==> config.mk <==
export PLATFORM = sky130hd
export DESIGN_NAME = ucr_usart_control_regs
export DESIGN_NICKNAME = d
export VERILOG_FILES = /design/src/hw/ucr_pkg.sv /design/src/hw/ucr_usart_control_regs.sv
export SDC_FILE = /design/constraint.sdc
export NUM_CORES = 1
export LEC_CHECK = 0
export BUFFER_PORTS_ARGS = -buffer_cell sky130_fd_sc_hd__buf_2
export CAP_MARGIN = 20
export CORE_MARGIN = 1
export CORE_UTILIZATION = 30
export CTS_CLUSTER_DIAMETER = 150
export DETAILED_ROUTE_END_ITERATION = 16
export GPL_ROUTABILITY_DRIVEN = 0
export PLACE_DENSITY = 0.6
export SKIP_CTS_REPAIR_TIMING = 1
export SLEW_MARGIN = 0
export SYNTH_ARGS = -nofsm -noshare
export SYNTH_HDL_FRONTEND = slang
export SYNTH_SLANG_ARGS = --single-unit
==> constraint.sdc <==
create_clock -name clock -period 1.9 [get_ports clock]
set_input_delay 0 -clock clock [delete_from_list [all_inputs] [get_ports clock]]
set_output_delay 0 -clock clock [all_outputs]
set_load 0.05 [all_outputs]
==> src/hw/ucr_pkg.sv <==
// ucr_pkg: constants and types of the serial transceiver control register bank
package ucr_pkg;
   // register offsets (byte wide registers)
   localparam logic [3:0] UCR_OFS_STATUS = 4'h4;
   localparam logic [3:0] UCR_OFS_INT_LINE = 4'h5;
   localparam logic [3:0] UCR_OFS_ENA_SPEED = 4'h6;
   localparam logic [3:0] UCR_OFS_FRAME = 4'h7;
   // reset values
   localparam logic [7:0] UCR_RST_INT_LINE = 8'h00;
   localparam logic [7:0] UCR_RST_ENA_SPEED = 8'h00;
   localparam logic [7:0] UCR_RST_FRAME = 8'h03;
   // writable bit masks
   localparam logic [7:0] UCR_MASK_INT_LINE = 8'hFD;
   localparam logic [7:0] UCR_MASK_ENA_SPEED = 8'hDF;
   localparam logic [7:0] UCR_MASK_FRAME_SPI = 8'hC6;
   // status register bits
   localparam int UCR_ST_RX_DONE = 7;
   localparam int UCR_ST_TX_DONE = 6;
   localparam int UCR_ST_TX_EMPTY = 5;
   localparam int UCR_ST_RX_START = 4;
   localparam int UCR_ST_BAD_SYNC = 3;
   localparam int UCR_ST_BREAK_WAIT = 0;
   // interrupt and line control bits
   localparam int UCR_IL_RX_DONE_IE = 7;
   localparam int UCR_IL_TX_DONE_IE = 6;
   localparam int UCR_IL_TX_EMPTY_IE = 5;
   localparam int UCR_IL_RX_START_IE = 4;
   localparam int UCR_IL_LOOPBACK = 3;
   localparam int UCR_IL_AUTOBAUD_IE = 2;
   localparam int UCR_IL_RS485 = 0;
   // enable and receiver mode bits
   localparam int UCR_EB_RECEIVER_ON = 7;
   localparam int UCR_EB_TRANSMITTER_ON = 6;
   localparam int UCR_EB_FRAME_START_DET = 4;
   localparam int UCR_EB_OPEN_DRAIN = 3;
   localparam int UCR_EB_SPEED_LSB = 1;
   localparam int UCR_EB_MULTIPROC = 0;
   // frame format fields
   localparam int UCR_FR_COMM_MODE_LSB = 6;
   localparam int UCR_FR_PARITY_LSB = 4;
   localparam int UCR_FR_STOP = 3;
   localparam int UCR_FR_CHAR_SIZE_LSB = 0;
   localparam int UCR_FR_DATA_ORDER = 2;
   localparam int UCR_FR_CLOCK_PHASE = 1;
   typedef enum logic [1:0] {
      UCR_RX_NORMAL, UCR_RX_DOUBLE_SPEED, UCR_RX_GENERIC_AUTOBAUD, UCR_RX_LIN_AUTOBAUD
   } ucr_speed_mode_t;
   typedef enum logic [1:0] {
      UCR_CM_ASYNC, UCR_CM_SYNC, UCR_CM_INFRARED, UCR_CM_HOST_SPI
   } ucr_comm_mode_t;
   localparam logic [2:0] UCR_CH_9_LOW_FIRST = 3'h6;
   localparam logic [2:0] UCR_CH_9_HIGH_FIRST = 3'h7;
   localparam logic [3:0] UCR_BITS_DEFAULT = 4'h8;
   // engine status flags
   typedef struct packed {
      logic rx_done_flag;
      logic tx_done_flag;
      logic rx_start_flag;
      logic bad_sync_field_flag;
   } ucr_flags_t;
   // flag clear pulses towards the engine
   typedef struct packed {
      logic tx_done_clear;
      logic rx_start_clear;
      logic bad_sync_clear;
   } ucr_clear_t;
   // interrupt requests
   typedef struct packed {
      logic rx_done_irq;
      logic tx_done_irq;
      logic tx_empty_irq;
      logic rx_start_irq;
      logic autobaud_error_irq;
   } ucr_irq_t;
   // whole register state
   typedef struct packed {
      logic [7:0] int_line;
      logic [7:0] ena_speed;
      logic [7:0] frame;
      logic break_wait_enable;
      logic tx_empty_flag;
      logic [7:0] rdata;
      ucr_clear_t clear;
      ucr_irq_t irq;
      logic [3:0] data_bits;
      logic nine_low_first;
      logic rx_to_receiver;
      logic tx_pin_out;
      logic tx_pin_oe;
   } ucr_state_t;
endpackage : ucr_pkg

==> src/hw/ucr_usart_control_regs.sv <==
// ucr_usart_control_regs: control register bank, interrupt gating and line steering
//
// Overview of operation
// - break wait bit enables the wait-for-break feature when one, disables when zero
// - bit 7 enables receive-complete request while receive-complete flag is set
// - bit 6 enables transmit-complete request while transmit-complete flag is set
// - bit 5 enables data-register-empty request while that flag is set
// - bit 4 enables receive-start request while receive-start flag is set
// - loop-back feeds receiver from transmit line (tx_line, not the pin) and disconnects receive pin
// - bit 2 enables auto-baud error request while bad sync field flag set
// - first control register bit 0 selects RS-485 line operation
// - second control register bit 7 switches the receiver on
// - second control register bit 6 switches the transmitter on
// - second control register bit 4 enables start-of-frame detection
// - second control register bit 3 selects open-drain single-wire output
// - bits 2:1 select normal, double speed, generic or LIN auto-baud receiver
// - second control register bit 0 enables multiprocessor mode
// - frame register holds mode, parity, stop, size fields, resets to 0x03
// - mode field: asynchronous, synchronous, infrared, host SPI
// - host SPI mode code switches frame register to its SPI field layout
// - size codes give 5 to 8 bits, nine bits low or high first
// - data-register-empty set while transmit data empty, cleared once loaded
//
// Our own choice: the address-and-strobe port.
`timescale 1ns/10ps
module ucr_usart_control_regs #(
   parameter int ADDR_W = 4
) (
   // clock, reset, clock enable
   input wire logic clock,
   input wire logic reset_n,
   input wire logic clk_en,
   // register port
   input wire logic [ADDR_W-1:0] reg_addr,
   input wire logic [7:0] reg_wdata,
   input wire logic reg_write,
   input wire logic reg_read,
   output logic [7:0] reg_rdata,
   // engine status and handshakes
   input wire ucr_pkg::ucr_flags_t flags,
   input wire logic tx_data_load,
   input wire logic tx_data_moved,
   output ucr_pkg::ucr_clear_t flag_clear,
   output logic tx_empty_flag,
   // interrupt requests
   output ucr_pkg::ucr_irq_t irq,
   // configuration towards the engine
   output logic break_wait_enable,
   output logic [7:0] int_line_control,
   output logic [7:0] enable_speed_control,
   output logic [7:0] frame_control,
   output logic [3:0] data_bits,
   output logic nine_low_first,
   // line pins
   input wire logic rx_pin,
   input wire logic tx_line,
   output logic rx_to_receiver,
   output logic tx_pin_out,
   output logic tx_pin_oe
);
   import ucr_pkg::*;

   if (ADDR_W < 3) begin : g_bad_addr_w
      $error("ADDR_W too narrow for the register offsets");
   end

   logic rst_meta_reg;
   logic rst_sync_reg;
   ucr_state_t state_reg;
   ucr_state_t state_next;

   // reset release through two flops
   always_ff @(posedge clock or negedge reset_n) begin
      if (!reset_n) begin
         rst_meta_reg <= 1'b0;
         rst_sync_reg <= 1'b0;
      end else begin
         rst_meta_reg <= 1'b1;
         rst_sync_reg <= rst_meta_reg;
      end
   end

   // address match against a register offset
   function automatic logic addr_is(input logic [ADDR_W-1:0] a, input logic [3:0] ofs);
      addr_is = (a == ADDR_W'(ofs));
   endfunction : addr_is

   // data bits per character
   function automatic logic [3:0] char_bits(input logic [2:0] code);
      unique case (code)
         3'h0: char_bits = 4'h5;
         3'h1: char_bits = 4'h6;
         3'h2: char_bits = 4'h7;
         3'h3: char_bits = 4'h8;
         UCR_CH_9_LOW_FIRST, UCR_CH_9_HIGH_FIRST: char_bits = 4'h9;
         default: char_bits = UCR_BITS_DEFAULT;
      endcase
   endfunction : char_bits

   // frame register as seen in the active layout
   function automatic logic [7:0] frame_view(input logic [7:0] fr);
      if (ucr_comm_mode_t'(fr[UCR_FR_COMM_MODE_LSB +: 2]) == UCR_CM_HOST_SPI) begin
         frame_view = fr & UCR_MASK_FRAME_SPI;
      end else begin
         frame_view = fr;
      end
   endfunction : frame_view

   always_comb begin
      state_next = state_reg;
      state_next.rdata = 8'h00;
      state_next.clear = '0;
      if (reg_write) begin
         if (addr_is(reg_addr, UCR_OFS_STATUS)) begin
            state_next.break_wait_enable = reg_wdata[UCR_ST_BREAK_WAIT];
            state_next.clear.tx_done_clear = reg_wdata[UCR_ST_TX_DONE];
            state_next.clear.rx_start_clear = reg_wdata[UCR_ST_RX_START];
            state_next.clear.bad_sync_clear = reg_wdata[UCR_ST_BAD_SYNC];
         end
         if (addr_is(reg_addr, UCR_OFS_INT_LINE)) begin
            state_next.int_line = reg_wdata & UCR_MASK_INT_LINE;
         end
         if (addr_is(reg_addr, UCR_OFS_ENA_SPEED)) begin
            state_next.ena_speed = reg_wdata & UCR_MASK_ENA_SPEED;
         end
         if (addr_is(reg_addr, UCR_OFS_FRAME)) begin
            if (ucr_comm_mode_t'(state_reg.frame[UCR_FR_COMM_MODE_LSB +: 2])
               == UCR_CM_HOST_SPI) begin
               // spi layout keeps the hidden normal fields untouched
               state_next.frame = (state_reg.frame & ~UCR_MASK_FRAME_SPI)
                  | (reg_wdata & UCR_MASK_FRAME_SPI);
            end else begin
               state_next.frame = reg_wdata;
            end
         end
      end
      if (reg_read) begin
         if (addr_is(reg_addr, UCR_OFS_STATUS)) begin
            state_next.rdata[UCR_ST_RX_DONE] = flags.rx_done_flag;
            state_next.rdata[UCR_ST_TX_DONE] = flags.tx_done_flag;
            state_next.rdata[UCR_ST_TX_EMPTY] = state_reg.tx_empty_flag;
            state_next.rdata[UCR_ST_RX_START] = flags.rx_start_flag;
            state_next.rdata[UCR_ST_BAD_SYNC] = flags.bad_sync_field_flag;
         end
         if (addr_is(reg_addr, UCR_OFS_INT_LINE)) begin
            state_next.rdata = state_reg.int_line;
         end
         if (addr_is(reg_addr, UCR_OFS_ENA_SPEED)) begin
            state_next.rdata = state_reg.ena_speed;
         end
         if (addr_is(reg_addr, UCR_OFS_FRAME)) begin
            state_next.rdata = frame_view(state_reg.frame);
         end
      end
      // empty flag: moving into the shifter wins over a load
      if (tx_data_moved) begin
         state_next.tx_empty_flag = 1'b1;
      end else if (tx_data_load) begin
         state_next.tx_empty_flag = 1'b0;
      end
      // requests: flag AND enable
      state_next.irq.rx_done_irq = flags.rx_done_flag
         & state_next.int_line[UCR_IL_RX_DONE_IE];
      state_next.irq.tx_done_irq = flags.tx_done_flag
         & state_next.int_line[UCR_IL_TX_DONE_IE];
      state_next.irq.tx_empty_irq = state_next.tx_empty_flag
         & state_next.int_line[UCR_IL_TX_EMPTY_IE];
      state_next.irq.rx_start_irq = flags.rx_start_flag
         & state_next.int_line[UCR_IL_RX_START_IE];
      state_next.irq.autobaud_error_irq = flags.bad_sync_field_flag
         & state_next.int_line[UCR_IL_AUTOBAUD_IE];
      // decoded character size
      state_next.data_bits = char_bits(state_next.frame[UCR_FR_CHAR_SIZE_LSB +: 3]);
      state_next.nine_low_first =
         (state_next.frame[UCR_FR_CHAR_SIZE_LSB +: 3] == UCR_CH_9_LOW_FIRST);
      // receiver input steering
      state_next.rx_to_receiver = state_next.int_line[UCR_IL_LOOPBACK]
         ? tx_line : rx_pin;
      // transmit pin: push-pull, or open-drain driving only low
      if (!state_next.ena_speed[UCR_EB_TRANSMITTER_ON]) begin
         state_next.tx_pin_out = 1'b1;
         state_next.tx_pin_oe = 1'b0;
      end else if (state_next.ena_speed[UCR_EB_OPEN_DRAIN]) begin
         state_next.tx_pin_out = 1'b0;
         state_next.tx_pin_oe = !tx_line;
      end else begin
         state_next.tx_pin_out = tx_line;
         state_next.tx_pin_oe = 1'b1;
      end
   end

   always_ff @(posedge clock or negedge reset_n) begin
      if (!reset_n) begin
         state_reg <= '0;
         state_reg.int_line <= UCR_RST_INT_LINE;
         state_reg.ena_speed <= UCR_RST_ENA_SPEED;
         state_reg.frame <= UCR_RST_FRAME;
         state_reg.tx_empty_flag <= 1'b1;
         state_reg.data_bits <= UCR_BITS_DEFAULT;
         state_reg.tx_pin_out <= 1'b1;
      end else if (!rst_sync_reg) begin
         state_reg <= '0;
         state_reg.int_line <= UCR_RST_INT_LINE;
         state_reg.ena_speed <= UCR_RST_ENA_SPEED;
         state_reg.frame <= UCR_RST_FRAME;
         state_reg.tx_empty_flag <= 1'b1;
         state_reg.data_bits <= UCR_BITS_DEFAULT;
         state_reg.tx_pin_out <= 1'b1;
      end else if (clk_en) begin
         state_reg <= state_next;
      end
   end

   // outputs straight from the state flops
   assign reg_rdata = state_reg.rdata;
   assign flag_clear = state_reg.clear;
   assign tx_empty_flag = state_reg.tx_empty_flag;
   assign irq = state_reg.irq;
   assign break_wait_enable = state_reg.break_wait_enable;
   assign int_line_control = state_reg.int_line;
   assign enable_speed_control = state_reg.ena_speed;
   assign frame_control = state_reg.frame;
   assign data_bits = state_reg.data_bits;
   assign nine_low_first = state_reg.nine_low_first;
   assign rx_to_receiver = state_reg.rx_to_receiver;
   assign tx_pin_out = state_reg.tx_pin_out;
   assign tx_pin_oe = state_reg.tx_pin_oe;
endmodule : ucr_usart_control_regs

Yosys cells after proc, flatten, opt, wreduce, memory -nomap -nowiden --
Cells that the tools add are included.
Operators by class: eq/ne operators 15, mux-type cells 22, bitwise logic cells 6, reductions and logical operators 7
Operators by type and width (count):
- $mux W50 | 2
- $mux W8 | 8
- $mux W25 | 1
- $eq A4 B3 Y1 const B | 4
- $pmux W4 S4 | 1
- $reduce_and A3 Y1 | 4
- $ne A2 B1 Y1 const B | 4
- $or A6 B8 Y8 | 1
- $eq A3 B3 Y1 const B | 2
- $mux W3 | 2
- $mux W6 | 1
- $and A1 B1 Y1 | 5
- $mux W5 | 1
- $mux W1 | 4
- $mux W2 | 2
- $ne A2 B2 Y1 const B | 2
- $eq A3 B1 Y1 const B | 1
- $eq A3 B2 Y1 const B | 1
- $logic_not A3 Y1 | 1
- $eq A2 B2 Y1 const B | 1
- $reduce_or A2 Y1 | 1
- $logic_not A1 Y1 | 1
Word-level totals: register bits after elaboration 52

Depth between registers and ports, before layout --
Gate-level depths: netlist of run 1.
depth after elaboration 9, depth in mapped cells 7, gate-level depth less buffers 5

Least setup slack after synthesis of run 1 --
No wires, ideal clock.
path type register to register, start reg state_reg, in the netlist frame_control[6], end reg, netlist name data_bits[1], setup time 0.122 ns, data arrival time 1.650 ns, path slack 0.128 ns, stages on the path, launching flop included 6, path buffers 0, clock period less this slack 1.772 ns, cell sequence dfrtp_1 > nand2_2 > nor3b_4 > mux2i_2 > xnor2_1 > a32o_1
On the way: word-level cells in the longest chain between the ends 9, elaborated cells between the ends (all ways) 13, those cells by class eq/ne (5); mux (6); reduce/logical (2)
RTL lines:
- start, declared | RTL line ucr_usart_control_regs.sv:69 | ucr_state_t state_reg;
- start signal, assigned | RTL line ucr_usart_control_regs.sv:210 | state_reg <= state_next;
- $eq A2 B2 Y1 (*) | RTL line ucr_usart_control_regs.sv:128 | == UCR_CM_HOST_SPI) begin
- $mux W8 (*) | RTL line ucr_usart_control_regs.sv:127 | if (ucr_comm_mode_t'(state_reg.frame[UCR_FR_COMM_MODE_LSB +: 2])
- $mux W8 (*) | RTL line ucr_usart_control_regs.sv:126 | if (addr_is(reg_addr, UCR_OFS_FRAME)) begin
- $mux W25 (*) | RTL line ucr_usart_control_regs.sv:113 | if (reg_write) begin
- $eq A3 B3 Y1 | RTL line ucr_usart_control_regs.sv:90 | unique case (code)
- $reduce_or A2 Y1 | RTL line ucr_usart_control_regs.sv:90
- $pmux W4 S4 (*) | RTL line ucr_usart_control_regs.sv:90
- $mux W50 (*) | RTL line ucr_usart_control_regs.sv:209 | end else if (clk_en) begin
- $mux W50 (*) | RTL line ucr_usart_control_regs.sv:201 | end else if (!rst_sync_reg) begin
Every way passes the cells marked *; elsewhere a longest branch is shown, timed or not. The select of a mux whose other input is x is not followed. A chain may end at the register's enable or synchronous reset.

Worst setup path after layout of run 1 --
start reg state_reg, in the netlist frame_control[7], end reg, netlist name data_bits[1]
On the way: word-level cells in the longest chain between the ends 9, elaborated cells between the ends (all ways) 13, those cells by class eq/ne (5); mux (6); reduce/logical (2)
RTL lines (RTL line):
- $eq A2 B2 Y1 (*) | ucr_usart_control_regs.sv:128
- $mux W8 (*) | ucr_usart_control_regs.sv:127
- $mux W8 (*) | ucr_usart_control_regs.sv:126
- $mux W25 (*) | ucr_usart_control_regs.sv:113
- $eq A3 B3 Y1 | ucr_usart_control_regs.sv:90
- $reduce_or A2 Y1 | ucr_usart_control_regs.sv:90
- $pmux W4 S4 (*) | ucr_usart_control_regs.sv:90
- $mux W50 (*) | ucr_usart_control_regs.sv:209
- $mux W50 (*) | ucr_usart_control_regs.sv:201
Marked as above.

==> results of run 1 <==
==> cell families after synthesis <==
family,Yosys count
buffers and inverters,26
AO/OA/AOI/OAI,64
AND/OR/NAND/NOR,98
other,2
flip-flops,50
XOR/XNOR,1
multiplexers,23
==> critical path: cells and delay by family, from the launching register on <==
family          cells  cell delay (ps)
mux                 1              380
xor+xnor            1              110
simple gates        2              400
compound gates      1              260
flops               1              430
==> path summary, 6_finish.rpt <==
check / startpoint / endpoint / slack [ps] / cells after the start
setup reg to reg: frame_control[7] / data_bits[1] / 220 / 5
setup / recovery: frame_control[7] / data_bits[1] / 220 / 5
hold reg to reg: rst_meta_reg / rst_sync_reg / 360 / 0
max in group asynchronous: reset_n / data_bits[0] / 1120 / 3
hold / removal: reg_read / reg_rdata[1] / -20 / 3
min in group asynchronous: reset_n / reg_rdata[4] / 330 / 3
==> report_power, final <==
group / internal [mW] / switching [mW]
sequential: 1.09 / 0.0159
clock: 0.392 / 0.382
combinational: 0.0967 / 0.209
==> cell usage after synthesis (5+ instances only) <==
master,count
a21boi_0,13
a21oi_1,10
and2_1,6
clkbuf_1,10
dfrtp_1,45
dfstp_2,5
inv_1,9
mux2i_1,17
nand2_1,46
nand2b_1,5
nand3_1,11
nor2_1,11
nor2b_1,6
o21ai_0,18
==> layout make-up <==
type	count	area share [%]
inverter	9	1.05
tap	105	4.07
sequential	50	39.0
clock inverter	3	1.40
clock buffer	5	2.13
multi-input combinational	189	37.0
timing repair buffer	87	15.4
==> routing by layer <==
metal,global-route usage [%],share of wire (%),up-vias
li1,-,-,1062
met1,23.9,48,1036
met2,25.1,45,75
met3,3.86,5.5,6
met4,4.36,0.90,0
met5,0,0,-
==> per-stage QoR <==
step	utilization, %	setup WS (ps)	hold WS [ps]	cell area [µm²]	power (mW)
6_report	39.1	220	-22.0	3230	2.18
5_1_grt	39.1	97.5	3.42	3230	2.27
4_1_cts	38.0	218	-180	3140	2.19
3_5_place_dp	36.6	255	163	3020	1.41
3_3_place_gp	36.6	277	158	3020	1.41
2_1_floorplan	-	128	-296	2570	1.30
==> key figures, run 1 <==
STA
  – Worst Hold Slack: -22.0 ps
  – Slew Viols, Final: 0
  – Normalized max-slew margin: 55.7%
  – Crit path time final: 1680 ps
  – Slew @ Worst Pin: 665 ps
  – Setup violators final: 0
  – RSZ-0062 raised after global routing: no
  – Max Fclk: 595 MHz
  – Clock skew: 5.50 ps
  – Final hold vios: 1
  – Final period util: 88.4%
  – Sum Neg Setup Slack: 0 ps

Synth
  – Synth Area in Compound Gates: 16.4%
  – Cell count after synthesis: 264
  – Top area cells in the synthesized netlist: dfrtp_1 44%, nand2_1 6.7%, mux2i_1 6.6%, dfstp_2 5.1%, a21boi_0 3.8%
  – Post-synthesis sequential area ratio: 49.0%
  – Largest family of logic cells by synthesized area: simple AND/OR/NAND/NOR gates
  – Post-Syn Area: 2560 µm²
  – Async SR Flop Fraction: 100%
  – Area share of the largest cell type after synthesis: 43.9%
  – Post-synthesis simple-gate area fraction: 19.9%
  – Post-synth EDFFs: 0
  – Post-Synth Adder-Cell Area: 0%
  – Yosys warns: 0
  – Post-Synth XOR/XNOR Area: 0.342%
  – Yosys reg bits: 50
  – Yosys top cell by area: dfrtp_1
  – Primary FF master, synth: dfrtp_1
  – Post-synthesis mux area share: 9.52%
  – Yosys cell types: 43
  – Syn Area/Cell: 9.71 µm²

Finish
  – Post-Layout Cell Count: 448
  – # fillers: 855
  – Share of cells above drive strength 1: 31.2%
  – # diodes: 0
  – Register area: 1260 µm²
  – Area of the multi-input gates: 1190 µm²
  – Area Growth Syn to Fin: 25.8%
  – Most frequent cells in the layout: 72 x buf_2, 46 x nand2_1, 45 x dfrtp_1, 18 x o21ai_0, 17 x mux2i_1
  – Commonest non-fill, non-tap cell in the layout: buf_2
  – Fin nets: 367

Die
  – Die width: 94.4 µm
  – Row cnt: 33
  – Starting Density: 31.0%
  – # IOs: 75
  – Die Y-Extent: 94.4 µm
  – Die area: 8920 µm²
  – Core region area: 8260 µm²

Global routing
  – Total GRT Usage: 16.7%
  – Pin count of the biggest net entering global routing: 51
  – Vias in the first global route: 2,052
  – Grt ovf: 0
  – First-pass GRT wire length: 11,200 µm
  – Initial antenna violation count: 0

Critical path
  – CP max FO: 6
  – Worst setup SP type: flop
  – CP max stage cell: dfrtp_1
  – Worst EP arrival: 1880 ps
  – Worst setup EP type: flop
  – Worst path cell trace: nand2_2, nor3b_4, mux2i_2, xnor2_1, a32o_1
  – Critical Path Max Stage Delay: 430 ps
  – WP data required: 2100 ps
  – Critical path class: flop to flop

Clock tree
  – Num CTS Buffers: 5
  – Clk_lat worst skew: 310 ps
  – Clk slew on worst S/H paths: 100 ps
  – H-Tree Depth: 2
  – CTS tree: built
  – Maximum clock path buffer count: 2
  – Clock Sinks: 50
  – CTS root buf: clkbuf_8

Place
  – PortBufs: 72
  – Placed Cells incl. Taps: 431
  – DP Wirelength: 5190 µm

Flow run
  – Max cap viols: 0

Drt
  – WL/cell: 15.8 µm
  – Total routed wirelength: 7100 µm
  – Final ANT Viol Nets: 0
  – Drt drc: 0
  – Initial DRC Count: 150
  – Via count: 2,179
  – First drt pass iteration count: 4
  – Vias per cell: 4.86

Power
  – Peak supply drop: 0.260 mV
  – Pwr per Cell Area: 676 nW/µm²
  – Leak: 1.58 nW

Min path
  – HP Class: input port to flop

Status
  – Status: finished, violations left
  – Failing checks: negative hold slack
No activity file was read; power rests on OpenSTA's default activity.
==> run 2, diff against run 1 <==
--- a/config.mk
+++ b/config.mk
@@ -12,7 +12,9 @@
 export CTS_CLUSTER_DIAMETER = 150
 export DETAILED_ROUTE_END_ITERATION = 16
 export GPL_ROUTABILITY_DRIVEN = 0
-export PLACE_DENSITY = 0.6
+export PLACE_DENSITY = 0.53
+export RECOVER_POWER = 50
+export SETUP_SLACK_MARGIN = 0.15
 export SKIP_CTS_REPAIR_TIMING = 1
 export SLEW_MARGIN = 0
 export SYNTH_ARGS = -nofsm -noshare
==> key figures, run 2 (synthesized netlist as in run 1, its figures left out) <==
Power
  – Clock power frac: 31.5% (-4.0 points)
  – Peak supply drop: 0.288 mV (+11%)
  – Comb pwr share: 14.8% (+0.8 points)
  – Int Power: 1.47 mW (-6.4%)
  – PnR Total Power: 2.05 mW (-6.0%)
  – Sw frac: 28.1% (+0.31 points)
  – Pwr per Cell Area: 644 nW/µm² (-4.7%)
  – Seq pwr share: 53.7% (+3.2 points)
  – Leak: 1.50 nW (-5.3%)
  – Switching pwr: 0.576 mW (-5.0%)

Clock tree
  – CTS root buf: clkbuf_8
  – CTS tree: built
  – Clk slew on worst S/H paths: 100 ps (about the same)
  – Clock Sinks: 50 (unchanged)
  – Clk_lat worst skew: 310 ps (about the same)
  – Num CTS Buffers: 5 (unchanged)
  – H-Tree Depth: 2 (unchanged)
  – Maximum clock path buffer count: 2 (unchanged)

Finish
  – Fin nets: 367 (unchanged)
  – # diodes: 0 (unchanged)
  – Area Growth Syn to Fin: 24.1%
  – # fillers: 850 (-0.58%)
  – Share of cells above drive strength 1: 25.7% (-5.5 points)
  – Commonest non-fill, non-tap cell in the layout: buf_2
  – Most frequent cells in the layout: 51 x buf_2, 46 x nand2_1, 43 x dfrtp_1, 23 x clkbuf_1, 18 x o21ai_0

STA
  – Normalized max-slew margin: 53.4% (-2.3 points)
  – Max Fclk: 605 MHz (+1.7%)
  – Sum Neg Setup Slack: 0 ps (unchanged)
  – Slew @ Worst Pin: 698 ps (+33.8 ps)
  – Setup violators final: 0 (unchanged)
  – Slew Viols, Final: 0 (unchanged)
  – RSZ-0062 raised after global routing: no
  – Crit path time final: 1650 ps (-27.5 ps)
  – Clock skew: 9.63 ps (+4.13 ps)
  – Worst Hold Slack: -29.7 ps (-7.71 ps)
  – Final hold vios: 4 (+3)
  – Final period util: 87.0% (-1.4 points)

Die
  – Die Y-Extent: 94.4 µm (unchanged)
  – # IOs: 75 (unchanged)
  – Die area: 8920 µm² (unchanged)
  – Row cnt: 33 (unchanged)
  – Core region area: 8260 µm² (unchanged)
  – Die width: 94.4 µm (unchanged)
  – Starting Density: 31.0% (unchanged)

Drt
  – Vias per cell: 4.84 (-0.50%)
  – WL/cell: 16.1 µm (+1.4%)
  – Initial DRC Count: 147 (-2.0%)
  – Final ANT Viol Nets: 0 (unchanged)
  – First drt pass iteration count: 4 (unchanged)
  – Via count: 2,168 (-0.50%)
  – Total routed wirelength: 7200 µm (+1.4%)
  – Drt drc: 0 (unchanged)

Critical path
  – Worst setup SP type: flop
  – CP max FO: 6 (unchanged)
  – Worst setup EP type: flop
  – Worst Setup SP: frame_control[6]
  – Worst flop-to-flop path startpoint: frame_control[6]
  – Worst EP arrival: 1850 ps (-30 ps)
  – Critical path class: flop to flop
  – WP data required: 2100 ps (about the same)

Place
  – PortBufs: 72 (unchanged)
  – DP Wirelength: 5390 µm (+3.8%)

Global routing
  – Met3 Resource Use GR: 3.46% (-0.40 points)
  – Total GRT Usage: 16.5% (-0.12 points)
  – Vias in the first global route: 2,038 (-0.68%)
  – GR peak layer: met2
  – GR Util met2: 25.7% (+0.60 points)
  – GR Util met1: 23.4% (-0.49 points)
  – Grt ovf: 0 (unchanged)
  – Pin count of the biggest net entering global routing: 36 (-29%)
  – First-pass GRT wire length: 11,000 µm (-1.2%)
  – Initial antenna violation count: 0 (unchanged)

Flow run
  – Max cap viols: 0 (unchanged)

Min path
  – Hold path startpoint: reg_wdata[2]
  – HP Class: input port to flop

Status
  – Failing checks: negative hold slack
  – Status: finished, violations left
-- run 2: worst max-delay path, cell delays in order (launching register included) --
cell and delay [ps]:
dfrtp_2 450, nand2_4 110, nor3b_4 290, mux2i_4 350
xnor2_1 90, a32o_1 250
-- run 2: power by group through the flow --
stage	registers, mW	clock network [mW]	logic, mW
2_1_floorplan	1.18	0	0.125
3_3_place_gp	1.12	0	0.299
3_5_place_dp	1.12	0	0.300
4_1_cts	1.10	0.661	0.301
5_1_grt	1.10	0.698	0.330
6_report	1.10	0.646	0.303
-- run 2: cell type report --
cell class | instances | area (µm²) | share of cell area [%]
clock buffers | 7 | 86.3 | 2.71
clock inverters | 1 | 5.00 | 0.157
flip-flops and latches | 50 | 1260 | 39.6
inverters | 9 | 33.8 | 1.06
repair buffers | 87 | 458 | 14.4
multi-input cells | 189 | 1210 | 37.9
well taps | 105 | 131 | 4.13
-- run 2: path summary, 6_finish.rpt --
path / to / slack, ps / depth (start not counted)
max: data_bits[1] / 250 / 5
min: enable_speed_control[2] / -30 / 3
max reg2reg: data_bits[1] / 250 / 5
min reg2reg: rst_sync_reg / 350 / 0
max in group asynchronous: int_line_control[5] / 620 / 3
min in group asynchronous: irq[1] / 200 / 2
-- run 2: stage by stage --
step	instance area, µm²	setup WS, ps	hold WS, ps	instances	utilization (%)
after floorplan	2570	242	-296	265	-
after global placement	3050	260	33.4	433	37.0
after detailed placement	3050	214	37.6	433	37.0
after CTS	3140	180	-301	441	38.1
after global routing	3180	185	1.09	448	38.5
final	3180	247	-29.7	448	38.5
-- run 2: routing by layer --
metal	wire, µm	share of wire (%)
met5	0	0
met1	3510	49
met3	303	4.2
met4	61	0.85
met2	3320	46
